--- config.mk ---
export PLATFORM = sky130hd
export DESIGN_NAME = mispr_top
export DESIGN_NICKNAME = d
export VERILOG_FILES = /design/src/mispr_pkg.sv /design/src/mispr_prio_enc.sv /design/src/mispr_top.sv
export SDC_FILE = /design/constraint.sdc
export NUM_CORES = 1
export LEC_CHECK = 0
export BUFFER_PORTS_ARGS = -buffer_cell sky130_fd_sc_hd__buf_2
export CORE_UTILIZATION = 48
export CTS_BUF_LIST = sky130_fd_sc_hd__clkbuf_4 sky130_fd_sc_hd__clkbuf_8
export DETAILED_ROUTE_END_ITERATION = 8
export PLACE_DENSITY_LB_ADDON = 0.3
export SYNTH_ARGS = -nofsm -noshare
export SYNTH_HDL_FRONTEND = slang
export SYNTH_SLANG_ARGS = --single-unit
--- constraint.sdc ---
create_clock -name ref_clk -period 1.9 [get_ports ref_clk]
set_clock_uncertainty 0.05 [all_clocks]
set_input_delay 0.19 -clock ref_clk [delete_from_list [all_inputs] [get_ports ref_clk]]
set_output_delay 0.19 -clock ref_clk [all_outputs]
set_load 0.02 [all_outputs]
--- src/mispr_pkg.sv ---
// Constants, types and register map of the maskable interrupt status and priority block.
// Assumes a single 200 MHz clock and an AHB-Lite register bus of 32-bit words.
// Summary of operation
// - A read-only 16-bit status word shows the request state of sources 1 to 15.
// - Status bits show the raw requests whatever the per-source enables say.
// - Lower status word bits 15 down to 1 show sources 15 down to 1.
// - Bit 0 of the lower status word always reads zero.
// - Upper status word bits 15 down to 0 show sources 31 down to 16; bit 3 (reserved source 19) always reads zero.
// - Among active enabled requests, the highest source number wins; 31 is highest.
// - Upper sources: timer 0, radio link 0-5, USB, DMA 0-3, reserved, audio, UART rx, transcoder.
// - Lower sources: two-wire, timers A/B, versatile timer 1-4, SPI, UART, wakeups, flash.
// - Non-maskable requests always pass to the core, even inside a handler.
// - After an acknowledge no maskable request is offered until global enable is set again.
// - No limit on nesting depth is imposed by this logic.
// - The vector reads 10h plus the winning source number, from 10h to 2Fh.
// - Two 16-bit enable words reset to all ones; disabled sources never win.
package mispr_pkg;

    // ==========================================================
    // Register indices; byte address is four times the index
    localparam logic [7:0]  IDX_VECTOR      = 8'h00;
    localparam logic [7:0]  IDX_STATUS_LOW  = 8'h0a;
    localparam logic [7:0]  IDX_STATUS_HIGH = 8'h0c;
    localparam logic [7:0]  IDX_ENABLE_LOW  = 8'h0e;
    localparam logic [7:0]  IDX_ENABLE_HIGH = 8'h10;
    localparam logic [7:0]  IDX_EVT_STATUS  = 8'h14;
    localparam logic [7:0]  IDX_EVT_MASK    = 8'h16;
    localparam int          ADDR_WIDTH      = 10;

    // ==========================================================
    // Reset values and field layout
    localparam logic [15:0] ENABLE_RESET    = 16'hffff;
    localparam logic [1:0]  EVT_MASK_RESET  = 2'h0;
    localparam logic [5:0]  VECTOR_BASE     = 6'h10;
    localparam int          EVT_ACK_BIT     = 0;
    localparam int          EVT_SPUR_BIT    = 1;
    localparam int          EVT_WIDTH       = 2;
    localparam int          NUM_SOURCES     = 32;

    // ==========================================================
    // Source assignment
    localparam int SRC_TIMER0     = 31;
    localparam int SRC_RADIO0     = 30;
    localparam int SRC_RADIO5     = 25;
    localparam int SRC_USB        = 24;
    localparam int SRC_DMA0       = 23;
    localparam int SRC_DMA3       = 20;
    localparam int SRC_RESERVED19 = 19;
    localparam int SRC_AUDIO      = 18;
    localparam int SRC_UART_RX    = 17;
    localparam int SRC_TRANSCODER = 16;
    localparam int SRC_TWO_WIRE   = 15;
    localparam int SRC_TIMER_A    = 14;
    localparam int SRC_TIMER_B    = 13;
    localparam int SRC_VTIMER1    = 12;
    localparam int SRC_VTIMER4    = 9;
    localparam int SRC_SPI        = 8;
    localparam int SRC_UART_TX    = 7;
    localparam int SRC_UART_CTS   = 6;
    localparam int SRC_WAKEUP0    = 5;
    localparam int SRC_WAKEUP3    = 2;
    localparam int SRC_FLASH      = 1;
    localparam int SRC_RESERVED0  = 0;

    // ==========================================================
    // AHB address phase held for its data phase
    typedef struct packed {
        logic                  valid;
        logic                  write;
        logic [ADDR_WIDTH-1:0] addr;
    } mispr_addr_s;

    typedef enum logic [1:0] {
        HTRANS_IDLE   = 2'h0,
        HTRANS_BUSY   = 2'h1,
        HTRANS_NONSEQ = 2'h2,
        HTRANS_SEQ    = 2'h3
    } mispr_htrans_e;

endpackage

--- src/mispr_prio_enc.sv ---
// Fixed linear priority encoder: the highest set input bit wins.
// Assumes a purely combinational use; the caller registers the result.
`timescale 1ns/1ps
`default_nettype none
module mispr_prio_enc #(
    parameter int N = 32,
    parameter int W = 5
) (
    input  wire logic [N-1:0] pend,
    output logic      [W-1:0] index,
    output logic              found
);

    logic [N:0]       higherSet;
    logic [N-1:0][W-1:0] pick;

    // Chain from the top down; each bit wins only if nothing above it is set
    assign higherSet[N] = 1'b0;
    generate
        for (genvar i = 0; i < N; i++) begin : g_chain
            assign higherSet[i] = higherSet[i+1] | pend[i];
            assign pick[i]      = (pend[i] && !higherSet[i+1]) ? W'(i) : '0;
        end
    endgenerate

    // Only one pick is non-zero, so an OR tree merges them
    always_comb begin
        index = '0;
        for (int k = 0; k < N; k++) begin
            index = index | pick[k];
        end
    end

    assign found = higherSet[0];

endmodule
`default_nettype wire

--- src/mispr_top.sv ---
// Maskable interrupt status and priority unit with AHB-Lite register access.
// Assumes level requests synchronous to ref_clk and a core that pulses coreAck on entry.
`timescale 1ns/1ps
`default_nettype none
module mispr_top #(
    parameter int NUM_SRC = mispr_pkg::NUM_SOURCES
) (
    input  wire logic        ref_clk,
    input  wire logic        rst_b,
    // AHB-Lite slave
    input  wire logic        hsel,
    input  wire logic [31:0] haddr,
    input  wire logic [1:0]  htrans,
    input  wire logic        hwrite,
    input  wire logic [2:0]  hsize,
    input  wire logic [31:0] hwdata,
    input  wire logic        hready,
    output logic      [31:0] hrdata,
    output logic             hreadyout,
    output logic             hresp,
    // Peripheral requests and core side
    input  wire logic [NUM_SRC-1:0] irqReq,
    input  wire logic        nmiReq,
    input  wire logic        coreGlobalEn,
    input  wire logic        coreAck,
    output logic             coreIrq,
    output logic             coreNmi,
    output logic      [7:0]  ackVector,
    output logic             irqOut
);

    // ==========================================================
    // Source conditioning
    localparam logic [NUM_SRC-1:0] RESERVED_MASK =
        (NUM_SRC'(1) << mispr_pkg::SRC_RESERVED0) | (NUM_SRC'(1) << mispr_pkg::SRC_RESERVED19);

    logic [NUM_SRC-1:0] reqClean;
    logic [NUM_SRC-1:0] status_q;
    logic [NUM_SRC-1:0] status_d;

    // Unconnected inputs are forced low so a stray tie never reports
    assign reqClean = irqReq & ~RESERVED_MASK;
    // Level sampling only; a dropped request clears next cycle
    assign status_d = reqClean;

    always_ff @(posedge ref_clk or negedge rst_b) begin
        if (!rst_b) begin
            status_q <= '0;
        end else begin
            status_q <= status_d;
        end
    end

    // ==========================================================
    // Enables and priority
    logic [15:0]        enLow_q;
    logic [15:0]        enHigh_q;
    logic [NUM_SRC-1:0] enableAll;
    logic [NUM_SRC-1:0] pending;
    logic [4:0]         winIdx;
    logic               winFound;
    logic [5:0]         vectorNow;

    // Enable bit 0 of the lower word is kept but never used
    assign enableAll = {enHigh_q, enLow_q[15:1], 1'b0};
    assign pending   = status_q & enableAll;

    mispr_prio_enc #(
        .N (NUM_SRC),
        .W (5)
    ) u_prio (
        .pend  (pending),
        .index (winIdx),
        .found (winFound)
    );

    // With nothing pending the vector falls to 10h, the error entry
    assign vectorNow = mispr_pkg::VECTOR_BASE + {1'b0, winIdx};

    // ==========================================================
    // Bus address decode
    mispr_pkg::mispr_addr_s aph_q;
    logic                   takeAddr;
    logic [7:0]             regIdx;
    logic                   wordAligned;
    logic                   selVector;
    logic                   selStatLow;
    logic                   selStatHigh;
    logic                   selEnLow;
    logic                   selEnHigh;
    logic                   selEvtStat;
    logic                   selEvtMask;
    logic                   doWrite;
    logic [31:0]            readMux;

    assign takeAddr    = hsel && hready && htrans[1];
    assign regIdx      = aph_q.addr[9:2];
    assign wordAligned = (aph_q.addr[1:0] == 2'h0);
    assign selVector   = wordAligned && (regIdx == mispr_pkg::IDX_VECTOR);
    assign selStatLow  = wordAligned && (regIdx == mispr_pkg::IDX_STATUS_LOW);
    assign selStatHigh = wordAligned && (regIdx == mispr_pkg::IDX_STATUS_HIGH);
    assign selEnLow    = wordAligned && (regIdx == mispr_pkg::IDX_ENABLE_LOW);
    assign selEnHigh   = wordAligned && (regIdx == mispr_pkg::IDX_ENABLE_HIGH);
    assign selEvtStat  = wordAligned && (regIdx == mispr_pkg::IDX_EVT_STATUS);
    assign selEvtMask  = wordAligned && (regIdx == mispr_pkg::IDX_EVT_MASK);
    // Writes act in the wait cycle, when hwdata is already on the bus
    assign doWrite     = aph_q.valid && aph_q.write;

    // Address phase capture; one wait state lets hrdata come from a flop
    always_ff @(posedge ref_clk or negedge rst_b) begin
        if (!rst_b) begin
            aph_q <= '0;
        end else if (takeAddr) begin
            aph_q <= '{valid: 1'b1, write: hwrite, addr: haddr[mispr_pkg::ADDR_WIDTH-1:0]};
        end else begin
            aph_q.valid <= 1'b0;
        end
    end

    // ==========================================================
    // Enable registers
    always_ff @(posedge ref_clk or negedge rst_b) begin
        if (!rst_b) begin
            enLow_q  <= mispr_pkg::ENABLE_RESET;
            enHigh_q <= mispr_pkg::ENABLE_RESET;
        end else if (doWrite) begin
            if (selEnLow) begin
                enLow_q <= hwdata[15:0];
            end
            if (selEnHigh) begin
                enHigh_q <= hwdata[15:0];
            end
        end
    end

    // ==========================================================
    // Core handshake
    logic ackBlock_q;
    logic ackBlock_d;
    logic globalEnPrev_q;
    logic globalEnRise;
    logic coreIrq_d;

    // Blocked from acknowledge until software sets global enable again
    assign globalEnRise = coreGlobalEn && !globalEnPrev_q;
    assign ackBlock_d   = coreAck ? 1'b1 : (globalEnRise ? 1'b0 : ackBlock_q);
    assign coreIrq_d    = winFound && coreGlobalEn && !ackBlock_d;

    // No depth counter exists; each level is just another acknowledge
    always_ff @(posedge ref_clk or negedge rst_b) begin
        if (!rst_b) begin
            ackBlock_q     <= 1'b0;
            globalEnPrev_q <= 1'b0;
            coreIrq        <= 1'b0;
            ackVector      <= 8'h00;
        end else begin
            ackBlock_q     <= ackBlock_d;
            globalEnPrev_q <= coreGlobalEn;
            coreIrq        <= coreIrq_d;
            if (coreAck) begin
                ackVector <= {2'h0, vectorNow};
            end
        end
    end

    // Non-maskable path ignores every mask and the acknowledge block
    always_ff @(posedge ref_clk or negedge rst_b) begin
        if (!rst_b) begin
            coreNmi <= 1'b0;
        end else begin
            coreNmi <= nmiReq;
        end
    end

    // ==========================================================
    // Event status, mask and interrupt line
    logic [mispr_pkg::EVT_WIDTH-1:0] evtStat_q;
    logic [mispr_pkg::EVT_WIDTH-1:0] evtStat_d;
    logic [mispr_pkg::EVT_WIDTH-1:0] evtMask_q;
    logic [mispr_pkg::EVT_WIDTH-1:0] evtSet;
    logic [mispr_pkg::EVT_WIDTH-1:0] evtClr;

    // Spurious acknowledge means the vector would read the error entry
    assign evtSet[mispr_pkg::EVT_ACK_BIT]  = coreAck;
    assign evtSet[mispr_pkg::EVT_SPUR_BIT] = coreAck && !winFound;
    assign evtClr    = (doWrite && selEvtStat) ? hwdata[mispr_pkg::EVT_WIDTH-1:0] : '0;
    // Set wins so an event in the clearing cycle survives
    assign evtStat_d = (evtStat_q & ~evtClr) | evtSet;

    always_ff @(posedge ref_clk or negedge rst_b) begin
        if (!rst_b) begin
            evtStat_q <= '0;
            evtMask_q <= mispr_pkg::EVT_MASK_RESET;
            irqOut    <= 1'b0;
        end else begin
            evtStat_q <= evtStat_d;
            if (doWrite && selEvtMask) begin
                evtMask_q <= hwdata[mispr_pkg::EVT_WIDTH-1:0];
            end
            irqOut <= |(evtStat_q & evtMask_q);
        end
    end

    // ==========================================================
    // Read data
    logic [15:0] statusLowWord;
    logic [15:0] statusHighWord;

    assign statusLowWord  = {status_q[15:1], 1'b0};
    assign statusHighWord = status_q[31:16];

    // Unmapped or unaligned addresses read zero
    assign readMux = selVector   ? {24'h0, 2'h0, vectorNow} :
                     selStatLow  ? {16'h0, statusLowWord} :
                     selStatHigh ? {16'h0, statusHighWord} :
                     selEnLow    ? {16'h0, enLow_q} :
                     selEnHigh   ? {16'h0, enHigh_q} :
                     selEvtStat  ? {30'h0, evtStat_q} :
                     selEvtMask  ? {30'h0, evtMask_q} :
                                   32'h0;

    // Ready drops for the one wait cycle after each accepted address
    always_ff @(posedge ref_clk or negedge rst_b) begin
        if (!rst_b) begin
            hrdata    <= 32'h0;
            hreadyout <= 1'b1;
            hresp     <= 1'b0;
        end else begin
            hresp <= 1'b0;
            if (takeAddr) begin
                hreadyout <= 1'b0;
            end else if (aph_q.valid) begin
                hreadyout <= 1'b1;
                hrdata    <= aph_q.write ? 32'h0 : readMux;
            end
        end
    end

endmodule
`default_nettype wire

==> impl_results.md <==
- Synth Area per Inst: 11.7 µm²
- Residual overflow from global routing: 0
- Classification of the worst-slack hold path: in -> reg
- Clock latency on the worst-skew pair: 0.38 ns
- Prevailing post-synth register cell: dfrtp_1
- Most used standard cells in the synthesized netlist: dfrtp_1, nand2_1, dfstp_2, mux2_2, nor2_1
- Core region area: 9910 µm²
- Clock period minus final worst setup slack: 2.10 ns
- Half-perimeter wire length after detailed placement: 9550 µm
- Top cell type's share of synthesized area: 0.368
- Die H: 104 µm
- Overall die area: 10800 µm²
- Reg2Reg Setup Slack: -0.20 ns
- Sum Neg Setup Slack: -3.80 ns
- Count of flip-flops with a built-in enable after synthesis: 0
- Failing checks: setup timing
- Cells after synthesis: 423
- H-tree depth reported by CTS: 3
- Arrival time at the worst endpoint: 2.35 ns
- Total leakage power: 3.36 nW
- DP Area: 6080 µm²
- Reported max-cap violation count: 0
- Port Buf Inserts: 90
- Run status: complete, but fails checks
- Required time of the worst setup path: 2.15 ns
- First-pass detailed-route iteration total: 6
- Post-synthesis cell area: 4960 µm²
- Setup repair after global routing missed its margin: true
- Clock tree root buffer cell: clkbuf_8
- Most numerous cell in the Yosys netlist: dfrtp_1
- Final wirelength: 15500 µm
- Antenna viol nets, final: 0
- Top post-synthesis cells by area: dfrtp_1, dfstp_2, mux2_2
- CP Class: reg -> reg
- Setup slack after layout: -0.204 ns
- Max Clock Freq: 0.475 GHz
- Worst reg2reg path depth: 7
- Critical path peak fanout: 3
- Crit end category: flip-flop
- Layout Cells excl Fill: 788
- Final worst path period share: 1.11
- Clock Sinks: 106
- Placement row count: 36
- Number of global-route vias before repair: 4554
- Maximum number of pins on one net before global-route repair: 42
- Count of endpoints failing setup in the final report: 39
- Antenna violations before repair: 0
- Number of filler instances in the final layout: 601
- Highest ir drop seen on vdd: 0.536 mV
- Minimum setup slack after placement: -0.228 ns
- DR iter-0 viols: 378
- Tightest slew margin relative to the limit: 0.589
- Diodes inserted: 0
- Overall track demand over capacity in global routing: 0.291
- Number of synthesized register bits: 106
- Number of design rule violations left after detail routing: 0
- Worst Hold Margin: 0.00563 ns
- Worst hold path cell count: 2
- Horizontal die dimension: 104 µm
- CP Launch Type: flip-flop
- Number of hold violations in the final report: 0
- Clock slew seen by the registers of the worst setup and hold paths: 0.10 ns
- Cts bufs inserted: 9
- Routed wirelength normalized by instance count: 19.6 µm
- Fraction of final layout cells with drive strength greater than 1: 0.527
- Number of nets at the end of the flow: 759
- Initial cell density of the core: 0.501
- Vias per std cell: 5.73
- End point of the worst hold path: enLow_q[5]$_DFFE_PN1P_
- Endpoint of the most critical register-to-register path: hrdata[0]$_DFFE_PN0P_
- Last weighted congestion value of the routability-driven placer: 0.899
- CTS tree: yes
- Reg-to-reg startpoint: status_q[21]$_DFF_PN0_
- Library cell with the largest summed area after synthesis: dfrtp_1
- Final Max Slew Viols: 0
- Wire length of the first global-routing pass: 24000 µm
- Number of instances in the placed design: 712
- Io pins: 154
- Via count of the routed design: 4514
- Share of synthesized flip-flops with an asynchronous set or reset: 1.00
- Post-route cell area: 7410 µm²
- Register area share after synthesis: 0.543
- Number of distinct standard cells referenced by the synthesized netlist: 65
- Least-Margin Pin Slew: 0.616 ns
- Synthesis-to-layout area growth: 49.2%
- Ratio of total power to cell area: 691 nW/µm²
- Buffers from clock root to sink, at most: 2
- Launch point of the worst hold path: hwdata[5]
- Yosys synthesis warning count: 0
cells by family (layout without fill, tap and decap cells):
family / Yosys count / count (layout) / share of synthesized area
AO/OA/AOI/OAI: 91 / 91 / 0.134
flip-flops: 106 / 106 / 0.543
multiplexers: 48 / 48 / 0.116
buffers and inverters: 40 / 254 / 0.0524
AND/OR/NAND/NOR: 136 / 136 / 0.152
other: 1 / 19 / 0.000756
XOR/XNOR: 1 / 1 / 0.00176
cells in the final DEF, fill, tap and decap left out, types with 15 or more instances in the layout:
cell type,instances
a21oi_1,15
nor2_1,23
conb_1,19
dfstp_2,33
mux2_2,16
dfrtp_1,73
nand2_1,40
dlygate4sd3_1,45
mux2_4,32
buf_4,83
buf_2,89
metrics by stage:
step / util / power, mW
4_1_cts: 0.731 / 5.06
2_1_floorplan: - / 2.88
6_report: 0.747 / 5.12
3_5_place_dp: 0.614 / 3.24
3_3_place_gp: 0.614 / 3.21
5_1_grt: 0.747 / 5.28
per-layer routing:
layer  vias to the layer above  share of wire  global-route usage
met5                         -              0                   0
met4                         0          0.044               0.147
met3                        69          0.078              0.0503
met2                       289           0.47               0.469
met1                      2186           0.40               0.380
li1                       1970              -                   -
state kept, by name, summed over array words and instances, names as in the netlist:
name,cells
ackBlock_q,1
ackVector,6
aph_q,12
coreIrq,1
coreNmi,1
enHigh_q,16
enLow_q,16
evtMask_q,2
evtStat_q,2
globalEnPrev_q,1
hrdata,16
hreadyout,1
irqOut,1
status_q,30
worst max-delay path, cell delays in order (launching register included):
cell	delay, ns
dfrtp_1	0.40
a222oi_1	0.47
buf_4	0.22
and4_4	0.23
nand2_4	0.07
o211ai_1	0.23
a311oi_2	0.18
o211ai_1	0.19
power breakdown:
group | internal, mW | switching, mW | leakage (nW) | total [mW]
clock | 0.943 | 0.773 | 0.129 | 1.72
combinational | 0.444 | 0.484 | 2.00 | 0.929
sequential | 2.38 | 0.0919 | 1.23 | 2.47
how the worst max path moves through the flow:
| stage | from | end | slack (ns) | cells after the start |
|---|---|---|---|---|
| 6_report | status_q[21]$_DFF_PN0_ | hrdata[0]$_DFFE_PN0P_ | -0.20 | 7 |
| 5_1_grt | status_q[21]$_DFF_PN0_ | hrdata[0]$_DFFE_PN0P_ | -0.28 | 8 |
| 4_1_cts | status_q[31]$_DFF_PN0_ | hrdata[1]$_DFFE_PN0P_ | -0.09 | 7 |
| 3_5_place_dp | status_q[21]$_DFF_PN0_ | evtStat_q[1]$_DFF_PN0_ | -0.23 | 8 |
| 3_3_place_gp | status_q[21]$_DFF_PN0_ | evtStat_q[1]$_DFF_PN0_ | -0.21 | 8 |
| 2_1_floorplan | aph_q[8]$_DFFE_PN0P_ | enLow_q[0]$_DFFE_PN1P_ | -0.16 | 7 |
what timing repair did:
action / in CTS / in global routing
hold buffers: 45 / 0
hold endpoints to repair: 61 / 0
setup buffers: 10 / 6
gates resized for setup: 73 / 33
pin swaps: 45 / 12
cloned: 2 / 0
setup endpoints to repair: 55 / 55
cell type report:
| class | count | area, µm² | area share |
|---|---|---|---|
| clock buffers | 11 | 151 | 0.0204 |
| clock inverters | 5 | 100 | 0.0135 |
| inverters | 3 | 11.3 | 0.00152 |
| multi-input cells | 295 | 2460 | 0.332 |
| flip-flops and latches | 106 | 2690 | 0.364 |
| well taps | 133 | 166 | 0.0225 |
| repair buffers | 235 | 1820 | 0.246 |
No activity file was read; power rests on OpenSTA's default activity.
